[config.mk]
export PLATFORM = sky130hd
export DESIGN_NAME = pps_supervisor
export DESIGN_NICKNAME = d
export VERILOG_FILES = /design/src/shared/pps_pkg.sv /design/src/core/pps_pwm.sv /design/src/core/pps_supervisor.sv
export SDC_FILE = /design/constraint.sdc
export NUM_CORES = 1
export LEC_CHECK = 0
export BUFFER_PORTS_ARGS = -buffer_cell sky130_fd_sc_hd__buf_2
export CAP_MARGIN = 20
export CORE_UTILIZATION = 40
export DETAILED_ROUTE_END_ITERATION = 8
export GPL_ROUTABILITY_DRIVEN = 0
export GPL_TIMING_DRIVEN = 1
export PLACE_DENSITY = 0.59
export SYNTH_ARGS = -nofsm -noshare
export SYNTH_HDL_FRONTEND = slang
export SYNTH_SLANG_ARGS = --single-unit
[constraint.sdc]
create_clock -name ref_clk -period 8.6 [get_ports ref_clk]
set_input_delay 2.15 -clock ref_clk [delete_from_list [all_inputs] [get_ports ref_clk]]
set_output_delay 2.15 -clock ref_clk [all_outputs]
set_load 0.1 [all_outputs]
[src/shared/pps_pkg.sv]
package pps_pkg;
	// Clock rate and derived tick for the safety timer
	localparam int unsigned CLK_HZ          = 250_000_000;
	localparam int unsigned TICK_US         = 1000;
	localparam int unsigned TICK_CYC        = CLK_HZ / 1_000_000 * TICK_US;
	localparam int unsigned TICK_W          = 18;
	// Safety timer limits in seconds, counted in millisecond ticks
	localparam int unsigned LIM_ADULT_S     = 128;
	localparam int unsigned LIM_NEO_MID_S   = 90;
	localparam int unsigned LIM_NEO_SHORT_S = 60;
	localparam int unsigned MS_PER_S        = 1000;
	localparam int unsigned MS_W            = 18;
	// Timer limit selection codes
	localparam logic [1:0]  LIM_SEL_ADULT   = 2'h0;
	localparam logic [1:0]  LIM_SEL_NEO90   = 2'h1;
	localparam logic [1:0]  LIM_SEL_NEO60   = 2'h2;
	// Panel scanning
	localparam int unsigned NUM_KEYS        = 8;
	localparam int unsigned KEY_IDX_W       = 3;
	localparam int unsigned KEY_CODE_W      = 8;
	localparam logic [3:0]  CODE_PRESS      = 4'h1;
	localparam logic [3:0]  CODE_RELEASE    = 4'h2;
	localparam logic [3:0]  CODE_KNOB_CW    = 4'h3;
	localparam logic [3:0]  CODE_KNOB_CCW   = 4'h4;
	// Valve PWM, tone generator and ADC widths
	localparam int unsigned PWM_W           = 8;
	localparam int unsigned TONE_W          = 16;
	localparam int unsigned ADC_W           = 12;
	// Battery chemistry
	localparam logic        CHEM_LEAD       = 1'b0;
	localparam logic        CHEM_LITHIUM    = 1'b1;
	localparam logic [1:0]  LVL_OFF         = 2'h0;
	localparam logic [1:0]  LVL_LEAD        = 2'h1;
	localparam logic [1:0]  LVL_LITHIUM     = 2'h2;
	typedef enum logic [1:0] {PPS_OFF, PPS_ON} pps_pwr_t;
endpackage

[src/core/pps_pwm.sv]
`timescale 1ns/1ps
// Free-running duty-cycle generator for one manifold valve
module pps_pwm (
	input  wire logic                       ref_clk,
	input  wire logic                       rst,
	input  wire logic                       run,
	input  wire logic [pps_pkg::PWM_W-1:0]  duty,
	output logic                            pwm_out
);
	logic [pps_pkg::PWM_W-1:0] cnt_ff;
	logic [pps_pkg::PWM_W-1:0] nxt_cnt;
	logic                      out_ff;
	logic                      nxt_out;

	// Counter wraps; output high while count is below duty
	always_comb
	begin
		nxt_cnt = run ? cnt_ff + {{(pps_pkg::PWM_W-1){1'b0}}, 1'b1}
			: '0;
		nxt_out = run && (cnt_ff < duty);
	end

	always_ff @(posedge ref_clk)
	begin
		if (rst)
		begin
			cnt_ff <= '0;
			out_ff <= 1'b0;
		end
		else
		begin
			cnt_ff <= nxt_cnt;
			out_ff <= nxt_out;
		end
	end

	assign pwm_out = out_ff;
endmodule

[src/core/pps_supervisor.sv]
`timescale 1ns/1ps
// Notes on behaviour
// - A press of the local or remote power button toggles both logic supplies.
// - The charger flyback supply runs while mains is present or unit is on.
// - Key and knob events are encoded and handed to the main processor.
// - Valve modulation runs only while the main processor commands it.
// - A safety timer starts when the pump or second valve turns on.
// - At the limit a fault is flagged and manifold 12V feed is removed.
// - Charging starts when needed and ends when the battery is full.
// - Battery chemistry is detected and sets the charge level.
// - Battery voltage and current are sampled continuously.
// - Recorder power follows the main processor's request while the unit is on.
// - The audio base tone frequency follows the processor's selection.
module pps_supervisor (
	input  wire logic                              ref_clk,
	input  wire logic                              rst,
	input  wire logic                              pwr_btn_local,
	input  wire logic                              pwr_btn_remote,
	input  wire logic                              mains_present,
	output logic                                   supply_3v3_en,
	output logic                                   supply_5v_en,
	output logic                                   flyback_en,
	input  wire logic [pps_pkg::NUM_KEYS-1:0]      keys,
	input  wire logic                              knob_a,
	input  wire logic                              knob_b,
	output logic                                   key_valid,
	output logic [pps_pkg::KEY_CODE_W-1:0]         key_code,
	input  wire logic                              key_ready,
	input  wire logic                              valve_mod_en,
	input  wire logic [pps_pkg::PWM_W-1:0]         valve1_duty,
	input  wire logic [pps_pkg::PWM_W-1:0]         second_manifold_valve_duty,
	output logic                                   valve1_pwm,
	output logic                                   second_manifold_valve_pwm,
	input  wire logic                              pump_on,
	input  wire logic                              second_manifold_valve_on,
	input  wire logic [1:0]                        limit_sel,
	input  wire logic                              fault_clear,
	output logic                                   cuff_pressure_measurement_fault,
	output logic                                   manifold_12v_en,
	input  wire logic                              batt_low,
	input  wire logic                              batt_full,
	input  wire logic                              batt_chem_sense,
	output logic                                   charge_en,
	output logic [1:0]                             charge_level,
	output logic                                   batt_is_lithium,
	input  wire logic [pps_pkg::ADC_W-1:0]         batt_v_adc,
	input  wire logic [pps_pkg::ADC_W-1:0]         batt_i_adc,
	output logic [pps_pkg::ADC_W-1:0]              batt_v,
	output logic [pps_pkg::ADC_W-1:0]              batt_i,
	input  wire logic                              recorder_req,
	output logic                                   recorder_pwr_en,
	input  wire logic [pps_pkg::TONE_W-1:0]        tone_half_period,
	output logic                                   tone_out
);
	// Power state and button edge
	pps_pkg::pps_pwr_t pwr_ff;
	pps_pkg::pps_pwr_t nxt_pwr;
	logic              btn_ff;
	logic              nxt_btn;
	logic              btn_now;

	assign btn_now = pwr_btn_local | pwr_btn_remote;

	always_comb
	begin
		nxt_btn = btn_now;
		nxt_pwr = pwr_ff;
		if (btn_now && !btn_ff)
			nxt_pwr = (pwr_ff == pps_pkg::PPS_ON) ? pps_pkg::PPS_OFF
				: pps_pkg::PPS_ON;
	end

	always_ff @(posedge ref_clk)
	begin
		if (rst)
		begin
			pwr_ff <= pps_pkg::PPS_OFF;
			btn_ff <= 1'b0;
		end
		else
		begin
			pwr_ff <= nxt_pwr;
			btn_ff <= nxt_btn;
		end
	end

	// Both rails switch together so the processor sees one clean power-up
	assign supply_3v3_en = (pwr_ff == pps_pkg::PPS_ON);
	assign supply_5v_en  = (pwr_ff == pps_pkg::PPS_ON);
	assign flyback_en    = mains_present | (pwr_ff == pps_pkg::PPS_ON);

	// Key scan: previous state per key, lowest changed key reported first
	logic [pps_pkg::NUM_KEYS-1:0]   key_prev_ff;
	logic [pps_pkg::NUM_KEYS-1:0]   nxt_key_prev;
	logic                           kv_ff;
	logic                           nxt_kv;
	logic [pps_pkg::KEY_CODE_W-1:0] kc_ff;
	logic [pps_pkg::KEY_CODE_W-1:0] nxt_kc;
	logic                           ka_ff;
	logic                           nxt_ka;
	logic [pps_pkg::NUM_KEYS-1:0]   key_chg;

	// Change mask built one bit per key
	genvar gi;
	generate
		for (gi = 0; gi < pps_pkg::NUM_KEYS; gi++)
		begin : g_chg
			assign key_chg[gi] = keys[gi] ^ key_prev_ff[gi];
		end
	endgenerate

	// One event held at a time; others wait since prev state is not updated
	always_comb
	begin
		nxt_key_prev = key_prev_ff;
		nxt_kv       = kv_ff;
		nxt_kc       = kc_ff;
		nxt_ka       = knob_a;
		if (kv_ff && key_ready)
			nxt_kv = 1'b0;
		if (!kv_ff || key_ready)
		begin
			if (knob_a && !ka_ff)
			begin
				nxt_kv = 1'b1;
				nxt_kc = {knob_b ? pps_pkg::CODE_KNOB_CCW
					: pps_pkg::CODE_KNOB_CW, 4'h0};
			end
			else
			begin
				for (int i = pps_pkg::NUM_KEYS - 1; i >= 0; i--)
				begin
					if (key_chg[i])
					begin
						nxt_kv = 1'b1;
						nxt_kc = {keys[i] ? pps_pkg::CODE_PRESS
							: pps_pkg::CODE_RELEASE, 1'b0,
							i[pps_pkg::KEY_IDX_W-1:0]};
					end
				end
				for (int i = 0; i < pps_pkg::NUM_KEYS; i++)
				begin
					if (key_chg[i] && !(knob_a && !ka_ff) &&
						((key_chg & ((8'h01 << i) - 8'h01)) == 8'h00))
						nxt_key_prev[i] = keys[i];
				end
			end
		end
		// A knob edge that must wait is dropped; knob is rate-limited
	end

	always_ff @(posedge ref_clk)
	begin
		if (rst)
		begin
			key_prev_ff <= '0;
			kv_ff       <= 1'b0;
			kc_ff       <= '0;
			ka_ff       <= 1'b0;
		end
		else
		begin
			key_prev_ff <= nxt_key_prev;
			kv_ff       <= nxt_kv;
			kc_ff       <= nxt_kc;
			ka_ff       <= nxt_ka;
		end
	end

	assign key_valid = kv_ff;
	assign key_code  = kc_ff;

	// Valve modulation gated by the processor's command
	pps_pwm u_pwm1 (
		.ref_clk (ref_clk),
		.rst     (rst),
		.run     (valve_mod_en),
		.duty    (valve1_duty),
		.pwm_out (valve1_pwm)
	);

	pps_pwm u_pwm2 (
		.ref_clk (ref_clk),
		.rst     (rst),
		.run     (valve_mod_en),
		.duty    (second_manifold_valve_duty),
		.pwm_out (second_manifold_valve_pwm)
	);

	// Safety timer in millisecond ticks
	localparam logic [pps_pkg::MS_W-1:0] LIM_A =
		pps_pkg::MS_W'(pps_pkg::LIM_ADULT_S * pps_pkg::MS_PER_S);
	localparam logic [pps_pkg::MS_W-1:0] LIM_90 =
		pps_pkg::MS_W'(pps_pkg::LIM_NEO_MID_S * pps_pkg::MS_PER_S);
	localparam logic [pps_pkg::MS_W-1:0] LIM_60 =
		pps_pkg::MS_W'(pps_pkg::LIM_NEO_SHORT_S * pps_pkg::MS_PER_S);
	localparam logic [pps_pkg::TICK_W-1:0] TICK_LAST =
		pps_pkg::TICK_W'(pps_pkg::TICK_CYC - 1);

	logic [pps_pkg::TICK_W-1:0] tick_ff;
	logic [pps_pkg::TICK_W-1:0] nxt_tick;
	logic [pps_pkg::MS_W-1:0]   ms_ff;
	logic [pps_pkg::MS_W-1:0]   nxt_ms;
	logic                       flt_ff;
	logic                       nxt_flt;
	logic [pps_pkg::MS_W-1:0]   limit;
	logic                       active;

	assign active = pump_on | second_manifold_valve_on;

	always_comb
	begin
		unique case (limit_sel)
			pps_pkg::LIM_SEL_NEO90: limit = LIM_90;
			pps_pkg::LIM_SEL_NEO60: limit = LIM_60;
			default:                limit = LIM_A; // Unused code: safest is adult
		endcase
		nxt_tick = tick_ff;
		nxt_ms   = ms_ff;
		nxt_flt  = flt_ff;
		if (!active)
		begin
			nxt_tick = '0;
			nxt_ms   = '0;
		end
		else if (ms_ff < limit)
		begin
			if (tick_ff == TICK_LAST)
			begin
				nxt_tick = '0;
				nxt_ms   = ms_ff + {{(pps_pkg::MS_W-1){1'b0}}, 1'b1};
			end
			else
				nxt_tick = tick_ff + {{(pps_pkg::TICK_W-1){1'b0}}, 1'b1};
		end
		// Fault latches; the clear acts only while pump and second valve are off, so it never meets a timeout
		if (fault_clear && !active)
			nxt_flt = 1'b0;
		if (active && ms_ff >= limit)
			nxt_flt = 1'b1;
	end

	always_ff @(posedge ref_clk)
	begin
		if (rst)
		begin
			tick_ff <= '0;
			ms_ff   <= '0;
			flt_ff  <= 1'b0;
		end
		else
		begin
			tick_ff <= nxt_tick;
			ms_ff   <= nxt_ms;
			flt_ff  <= nxt_flt;
		end
	end

	assign cuff_pressure_measurement_fault = flt_ff;
	assign manifold_12v_en                 = !flt_ff;

	// Charger control, chemistry and measurements
	logic                       chg_ff;
	logic                       nxt_chg;
	logic                       chem_ff;
	logic [pps_pkg::ADC_W-1:0]  bv_ff;
	logic [pps_pkg::ADC_W-1:0]  bi_ff;

	always_comb
	begin
		nxt_chg = chg_ff;
		if (batt_low && !batt_full)
			nxt_chg = 1'b1;
		else if (batt_full)
			nxt_chg = 1'b0;
		if (!flyback_en)
			nxt_chg = 1'b0; // No source to charge from
	end

	always_ff @(posedge ref_clk)
	begin
		if (rst)
		begin
			chg_ff  <= 1'b0;
			chem_ff <= pps_pkg::CHEM_LEAD;
			bv_ff   <= '0;
			bi_ff   <= '0;
		end
		else
		begin
			chg_ff  <= nxt_chg;
			chem_ff <= batt_chem_sense;
			bv_ff   <= batt_v_adc;
			bi_ff   <= batt_i_adc;
		end
	end

	assign charge_en       = chg_ff;
	assign batt_is_lithium = (chem_ff == pps_pkg::CHEM_LITHIUM);
	assign charge_level    = !chg_ff ? pps_pkg::LVL_OFF
		: (chem_ff == pps_pkg::CHEM_LITHIUM) ? pps_pkg::LVL_LITHIUM
		: pps_pkg::LVL_LEAD;
	assign batt_v          = bv_ff;
	assign batt_i          = bi_ff;

	// Recorder power and tone square wave
	logic                       rec_ff;
	logic [pps_pkg::TONE_W-1:0] tcnt_ff;
	logic [pps_pkg::TONE_W-1:0] nxt_tcnt;
	logic                       tone_ff;
	logic                       nxt_tone;

	// Zero half period silences the tone
	always_comb
	begin
		nxt_tcnt = tcnt_ff + {{(pps_pkg::TONE_W-1){1'b0}}, 1'b1};
		nxt_tone = tone_ff;
		if (tone_half_period == '0)
		begin
			nxt_tcnt = '0;
			nxt_tone = 1'b0;
		end
		else if (tcnt_ff >= tone_half_period - 16'h0001)
		begin
			nxt_tcnt = '0;
			nxt_tone = !tone_ff;
		end
	end

	always_ff @(posedge ref_clk)
	begin
		if (rst)
		begin
			rec_ff  <= 1'b0;
			tcnt_ff <= '0;
			tone_ff <= 1'b0;
		end
		else
		begin
			rec_ff  <= recorder_req && (pwr_ff == pps_pkg::PPS_ON);
			tcnt_ff <= nxt_tcnt;
			tone_ff <= nxt_tone;
		end
	end

	assign recorder_pwr_en = rec_ff;
	assign tone_out        = tone_ff;
endmodule

* Yosys cells after proc, flatten, opt, wreduce, memory -nomap -nowiden
Cells that the tools add are included.
Widths: inputs -> output; s select.
** Word-level totals
- Flip-flop bits (word level) :: 120
- Input bits :: 82
** Operators by class
- Bitwise operators :: 15
- Reductions and logical operators :: 59
- Add/sub/neg operators :: 6
- Eq/ne operators :: 4
- $lt $le $gt $ge :: 5
- Mux-type cells :: 38
** Operators with widths (number)
- $mux 8 :: 9
- $logic_not 8->1 :: 7
- $add 18x1->18 const B :: 2
- $pmux 17 s2 :: 1
- $logic_and 1x1->1 :: 24
- $reduce_and 3->1 :: 8
- $mux 2 :: 10
- $eq 18x18->1 const B :: 1
- $ge 18x18->1 :: 1
- $lt 18x18->1 :: 1
- $mux 18 :: 1
- $add 16x1->16 const B :: 1
- $add 8x1->8 const B :: 2
- $ge 16x16->1 :: 1
- $logic_not 16->1 :: 1
- $lt 8x8->1 :: 2
- $mux 1 :: 16
- $sub 16x1->16 const B :: 1
- $reduce_bool 9->1 :: 1
- $logic_not 1->1 :: 8
- $reduce_or 2->1 :: 4
- $xor 1x1->1 :: 8
- $eq 2x1->1 const B :: 2
- $not 1->1 :: 4
- other kinds (7) :: 11

* Depth between registers and ports, before layout
- Word-level depth :: 12
- Depth in mapped cells :: 14
- Gate-level depth less buffers :: 13

* Hierarchy
A second synthesis with hierarchy kept.
** Unflattened totals
- Cell total of the unflattened synthesis :: 731
- Area, all modules :: 6211.0 µm²
** By module, submodules not included
- pps_supervisor :: cells each 607, instances 1, area an instance 5167.5 µm²
- pps_pwm :: cells each 62, instances 2, area an instance 521.8 µm²

* Least setup slack after synthesis
OpenSTA, ideal clock, no wires.
- Path kind :: input-to-output
- Start point :: input mains_present
- End point :: output flyback_en
- Buffers on the path :: 0
- Path slack :: 3.628 ns
- Stages :: 2
- Arrival :: 2.822 ns
- Cells stage by stage :: nor2_1 inv_1
** Between the ends
- Longest elaborated chain between the ends :: 1
** RTL lines
- start: declaration :: line pps_supervisor.sv:19 : input wire logic mains_present,
- $or 1x1->1 :: line pps_supervisor.sv:90 : assign flyback_en = mains_present | (pwr_ff == pps_pkg::PPS_ON);
- end: declaration :: line pps_supervisor.sv:22 : output logic flyback_en,
Every way passes these cells.

* Worst setup path in the final report
- Start point :: input tone_half_period[0] in the netlist's numbering
- End point :: register tcnt_ff[5] in the netlist's numbering
** Between the ends
- Longest elaborated chain between the ends :: 3
** RTL lines
- start: declaration :: line pps_supervisor.sv:52 : input wire logic [pps_pkg::TONE_W-1:0] tone_half_period,
- $sub 16x1->16 :: line pps_supervisor.sv:323 : else if (tcnt_ff >= tone_half_period - 16'h0001)
- $ge 16x16->1 :: line pps_supervisor.sv:323
- $reduce_or 3->1 (no line) (*)
- end signal: assignment :: line pps_supervisor.sv:341 : tcnt_ff <= nxt_tcnt;
- end: declaration :: line pps_supervisor.sv:308 : logic [pps_pkg::TONE_W-1:0] tcnt_ff;
Every way passes the cells marked *; elsewhere a longest branch is shown, timed or not.
A chain may end at the register's enable or synchronous reset.

==> PnR_summary.wiki <==
{| class="wikitable"
! Metric !! Value
|-
| Most used cells in the layout excluding fill and tap cells || 125 x sky130_fd_sc_hd__buf_2, 117 x sky130_fd_sc_hd__dfxtp_1, 74 x sky130_fd_sc_hd__nor2_1, 51 x sky130_fd_sc_hd__ha_1, 45 x sky130_fd_sc_hd__a21oi_1
|-
| Result of the run || finished clean
|-
| Dominant cells by area after synthesis || sky130_fd_sc_hd__dfxtp_1 37%, sky130_fd_sc_hd__ha_1 10%, sky130_fd_sc_hd__nor2_1 4.4%
|-
| Root buffer cell || sky130_fd_sc_hd__clkbuf_16
|-
| Synth Warn # || 0
|-
| Effective utilization at floorplan || 41.1%
|-
| FILL cells || 1470
|-
| Aggregate global routing overflow || 0
|-
| Remaining design rule violation count || 0
|-
| Global-route usage over all layers || 18.3%
|-
| Worst-case register-to-register setup slack || 5.79 ns
|-
| Most used flip-flop cell after synthesis || sky130_fd_sc_hd__dfxtp_1
|-
| Antenna violations before repair || 0
|-
| Most common cell after layout, fill and taps aside || sky130_fd_sc_hd__buf_2
|-
| Maximum clock insertion buffer count || 2
|-
| Final count of negative-setup-slack endpoints || 0
|-
| Summed area of non-filler cells in the final layout || 7580 um^2
|-
| Vias per cell || 5.18
|-
| Buffers inserted during post-CTS setup optimization || 0
|-
| Areal power density over the cells || 191 nW/um^2
|-
| Tightest Hold Check Type || flip-flop to flip-flop
|-
| Endpoint kind of the worst setup timing path || flip-flop
|-
| Ordered list of cells on the worst path || buf_2, nor4_2, nand2_2, or3_1, or3_1, xor2_1, ha_1, a21o_1, a21o_1, a21oi_1, nand3_1, nor2_1
|-
| Via total after detailed routing || 5361
|-
| Worst Hold Path Cells || 1
|-
| Global-route wire length before repair || 23800 um
|-
| Top-level port count || 128
|-
| Measured slew at the worst slew-check pin || 0.917 ns
|-
| Hpwl dp || 10400 um
|-
| Cell count along the critical path || 12
|-
| Max-slew headroom at the worst pin || 38.4%
|-
| LEAKAGE || 3.23 nW
|-
| Part of the Yosys area used for sequential elements || 37.5%
|-
| Clk_lat worst skew || 0.41 ns
|-
| Proportion of layout cells with a drive suffix above 1 || 20.7%
|-
| Max Fanout on Critical Path || 16
|-
| Cell family with the largest share of critical-path delay || simple AND/OR/NAND/NOR gates
|-
| Number of max-slew violations in the final report || 0
|-
| Unrepaired setup endpoints after global routing || no
|-
| Post-Syn Instances || 716
|-
| TritonCTS Buffers || 17
|-
| Maximum capacitance violations || 0
|-
| Time the worst path needs with I/O delays and setup || 4.96 ns
|-
| First-pass detailed-route iteration total || 5
|-
| Clock Sinks || 117
|-
| Post-detailed-routing wire length || 13700 um
|-
| Placed Area || 7000 um^2
|-
| Required time worst endpoint || 8.94 ns
|-
| Critical Path Slowest Stage Cell || sky130_fd_sc_hd__nand3_1
|-
| Cell variety after synth || 65
|-
| Core area || 15200 um^2
|-
| Width of the die || 127 um
|-
| Netlist Area Pre-Place || 6250 um^2
|-
| Sort of element at the start of the critical path || primary input
|-
| Maximum resistive drop on vdd || 0.151 mV
|-
| Die height || 127 um
|-
| Total of cells resized after clock tree synthesis || 0
|-
| Xor and xnor fraction of the mapped netlist area || 6.73%
|-
| Quantity of I/O buffers inserted on ports || 125
|-
| Count of buffer and inverter cells on the critical path || 1
|-
| CTS clk-pin slew, worst paths || 0.05 ns
|-
| Average instance area after synthesis || 8.73 um^2
|-
| Cells on worst reg2reg path || 9
|-
| H-tree lvl count || 4
|-
| Num rows || 45
|-
| Total number of nets in the final design || 970
|-
| Area delta synth->final || 21.2%
|-
| Total negative slack || 0 ns
|-
| Clock tree from TritonCTS || done
|-
| Number of global-route vias before repair || 5256
|-
| Maximum number of pins on one net before global-route repair || 51
|-
| Count of antenna-violating nets left after detailed routing || 0
|-
| Class of the most critical setup path || primary input to flip-flop
|-
| Initial drt markers || 198
|-
| CP max stage delay || 0.47 ns
|-
| Post-synthesis cell type with the largest combined area || sky130_fd_sc_hd__dfxtp_1
|-
| Share of the synthesized area in the top cell type || 37.5%
|-
| Number of buffers inserted by hold repair at cts || 0
|-
| Simple logic cell fraction of the synthesized area || 26.1%
|-
| Arrival time of the worst setup path || 5.30 ns
|-
| Period Utilization, post-route || 57.7%
|-
| Final worst clock skew || 0.00608 ns
|-
| Synth Area in Compound Gates || 13.5%
|-
| # diodes || 0
|-
| Final hold violation count || 0
|-
| Post-Synth Adder-Cell Area || 10.2%
|-
| Fraction of registers with async set/reset || 0%
|-
| Post-synthesis register bit count || 117
|-
| Largest family of logic cells by synthesized area || simple AND/OR/NAND/NOR gates
|-
| Number of flops mapped to enable cells by yosys || 0
|-
| Avg WL per Cell || 13.3 um
|-
| Area enclosed by the die boundary || 16100 um^2
|-
| Fmax || 0.201 GHz
|-
| Mux cell area share after synthesis || 1.62%
|}
kinds of logic after synthesis:
logic type,count (synthesis)
DFF,117
xor gates and xnor gates,48
AOI/OAI and AO/OA,128
and+or+nand+nor,298
adders and majority gates,51
buffers and inverters,63
other,1
muxes,10
synth_stat cells, types with 15 or more instances:
library cell / instances
sky130_fd_sc_hd__a21oi_1: 46
sky130_fd_sc_hd__dfxtp_1: 117
sky130_fd_sc_hd__ha_1: 51
sky130_fd_sc_hd__inv_1: 38
sky130_fd_sc_hd__nand2_1: 36
sky130_fd_sc_hd__nand2b_1: 15
sky130_fd_sc_hd__nand3_1: 32
sky130_fd_sc_hd__nor2_1: 74
sky130_fd_sc_hd__nor2b_1: 33
sky130_fd_sc_hd__o21ai_0: 17
sky130_fd_sc_hd__o31ai_1: 23
sky130_fd_sc_hd__or4_1: 23
sky130_fd_sc_hd__xnor2_1: 18
sky130_fd_sc_hd__xor2_1: 30
per-layer routing:
| layer | wire, um | part of all wire [%] | global-route usage (%) | vias up |
|---|---|---|---|---|
| met1 | 6310 | 46 | 21.8 | 2497 |
| met2 | 6750 | 49 | 31.4 | 63 |
| met4 | 185 | 1.3 | 6.72 | 0 |
| met3 | 481 | 3.5 | 5.19 | 15 |
| met5 | 0 | 0 | 0 | - |
| li1 | - | - | - | 2786 |
report_power, final:
group | switching (mW) | total [mW] | internal [mW]
clock network | 0.241 | 0.691 | 0.450
logic | 0.138 | 0.189 | 0.0505
registers | 0.00827 | 0.566 | 0.557
layout make-up:
class | count | area [um^2] | share of cell area (%)
multi-input combinational | 537 | 3640 | 48.1
sequential | 117 | 2340 | 30.9
timing repair buffer | 126 | 633 | 8.36
clock buffer | 21 | 480 | 6.34
tap | 188 | 235 | 3.10
inverter | 38 | 143 | 1.88
clock inverter | 8 | 101 | 1.34
worst register-to-register path: stages, from the launching register on:
cell and delay (ns):
sky130_fd_sc_hd__dfxtp_1 0.38, sky130_fd_sc_hd__inv_1 0.08, sky130_fd_sc_hd__ha_1 0.19, sky130_fd_sc_hd__nand2b_1 0.13, sky130_fd_sc_hd__a21oi_1 0.15, sky130_fd_sc_hd__o221ai_2 0.17
sky130_fd_sc_hd__a21oi_2 0.74, sky130_fd_sc_hd__buf_4 0.40, sky130_fd_sc_hd__o21ai_2 0.29, sky130_fd_sc_hd__a21oi_1 0.20
stage by stage:
stage / total power, mW / util, % / setup slack [ns] / hold slack [ns] / cells
final: 1.45 / 49.8 / 3.64 / 0.452 / 1035
after global routing: 1.51 / 49.8 / 3.39 / 0.493 / 1035
after CTS: 1.46 / 49.8 / 3.62 / 0.463 / 1035
after detailed placement: 0.767 / 46.0 / 3.25 / 0.449 / 1006
after global placement: 0.763 / 46.0 / 3.39 / 0.439 / 1006
after floorplan: 0.720 / - / 3.63 / 0.421 / 717
path summary, 6_finish.rpt:
check / from / endpoint
worst min register to register: u_pwm1.cnt_ff[0] / u_pwm1.cnt_ff[0]
worst min-delay path: u_pwm1.cnt_ff[0] / u_pwm1.cnt_ff[0]
worst max register to register: ms_ff[4] / tick_ff[10]
worst max-delay path: tone_half_period[0] / tcnt_ff[5]
registers in the layout, indices dropped and copies added, names as in the netlist, 6 cells and up:
register	count
ms_ff	18
tick_ff	18
tcnt_ff	16
batt_i	12
batt_v	12
key_prev_ff	8
u_pwm1.cnt_ff	8
u_pwm2.cnt_ff	8
key_code	6
(Power assumes the default switching activity.)
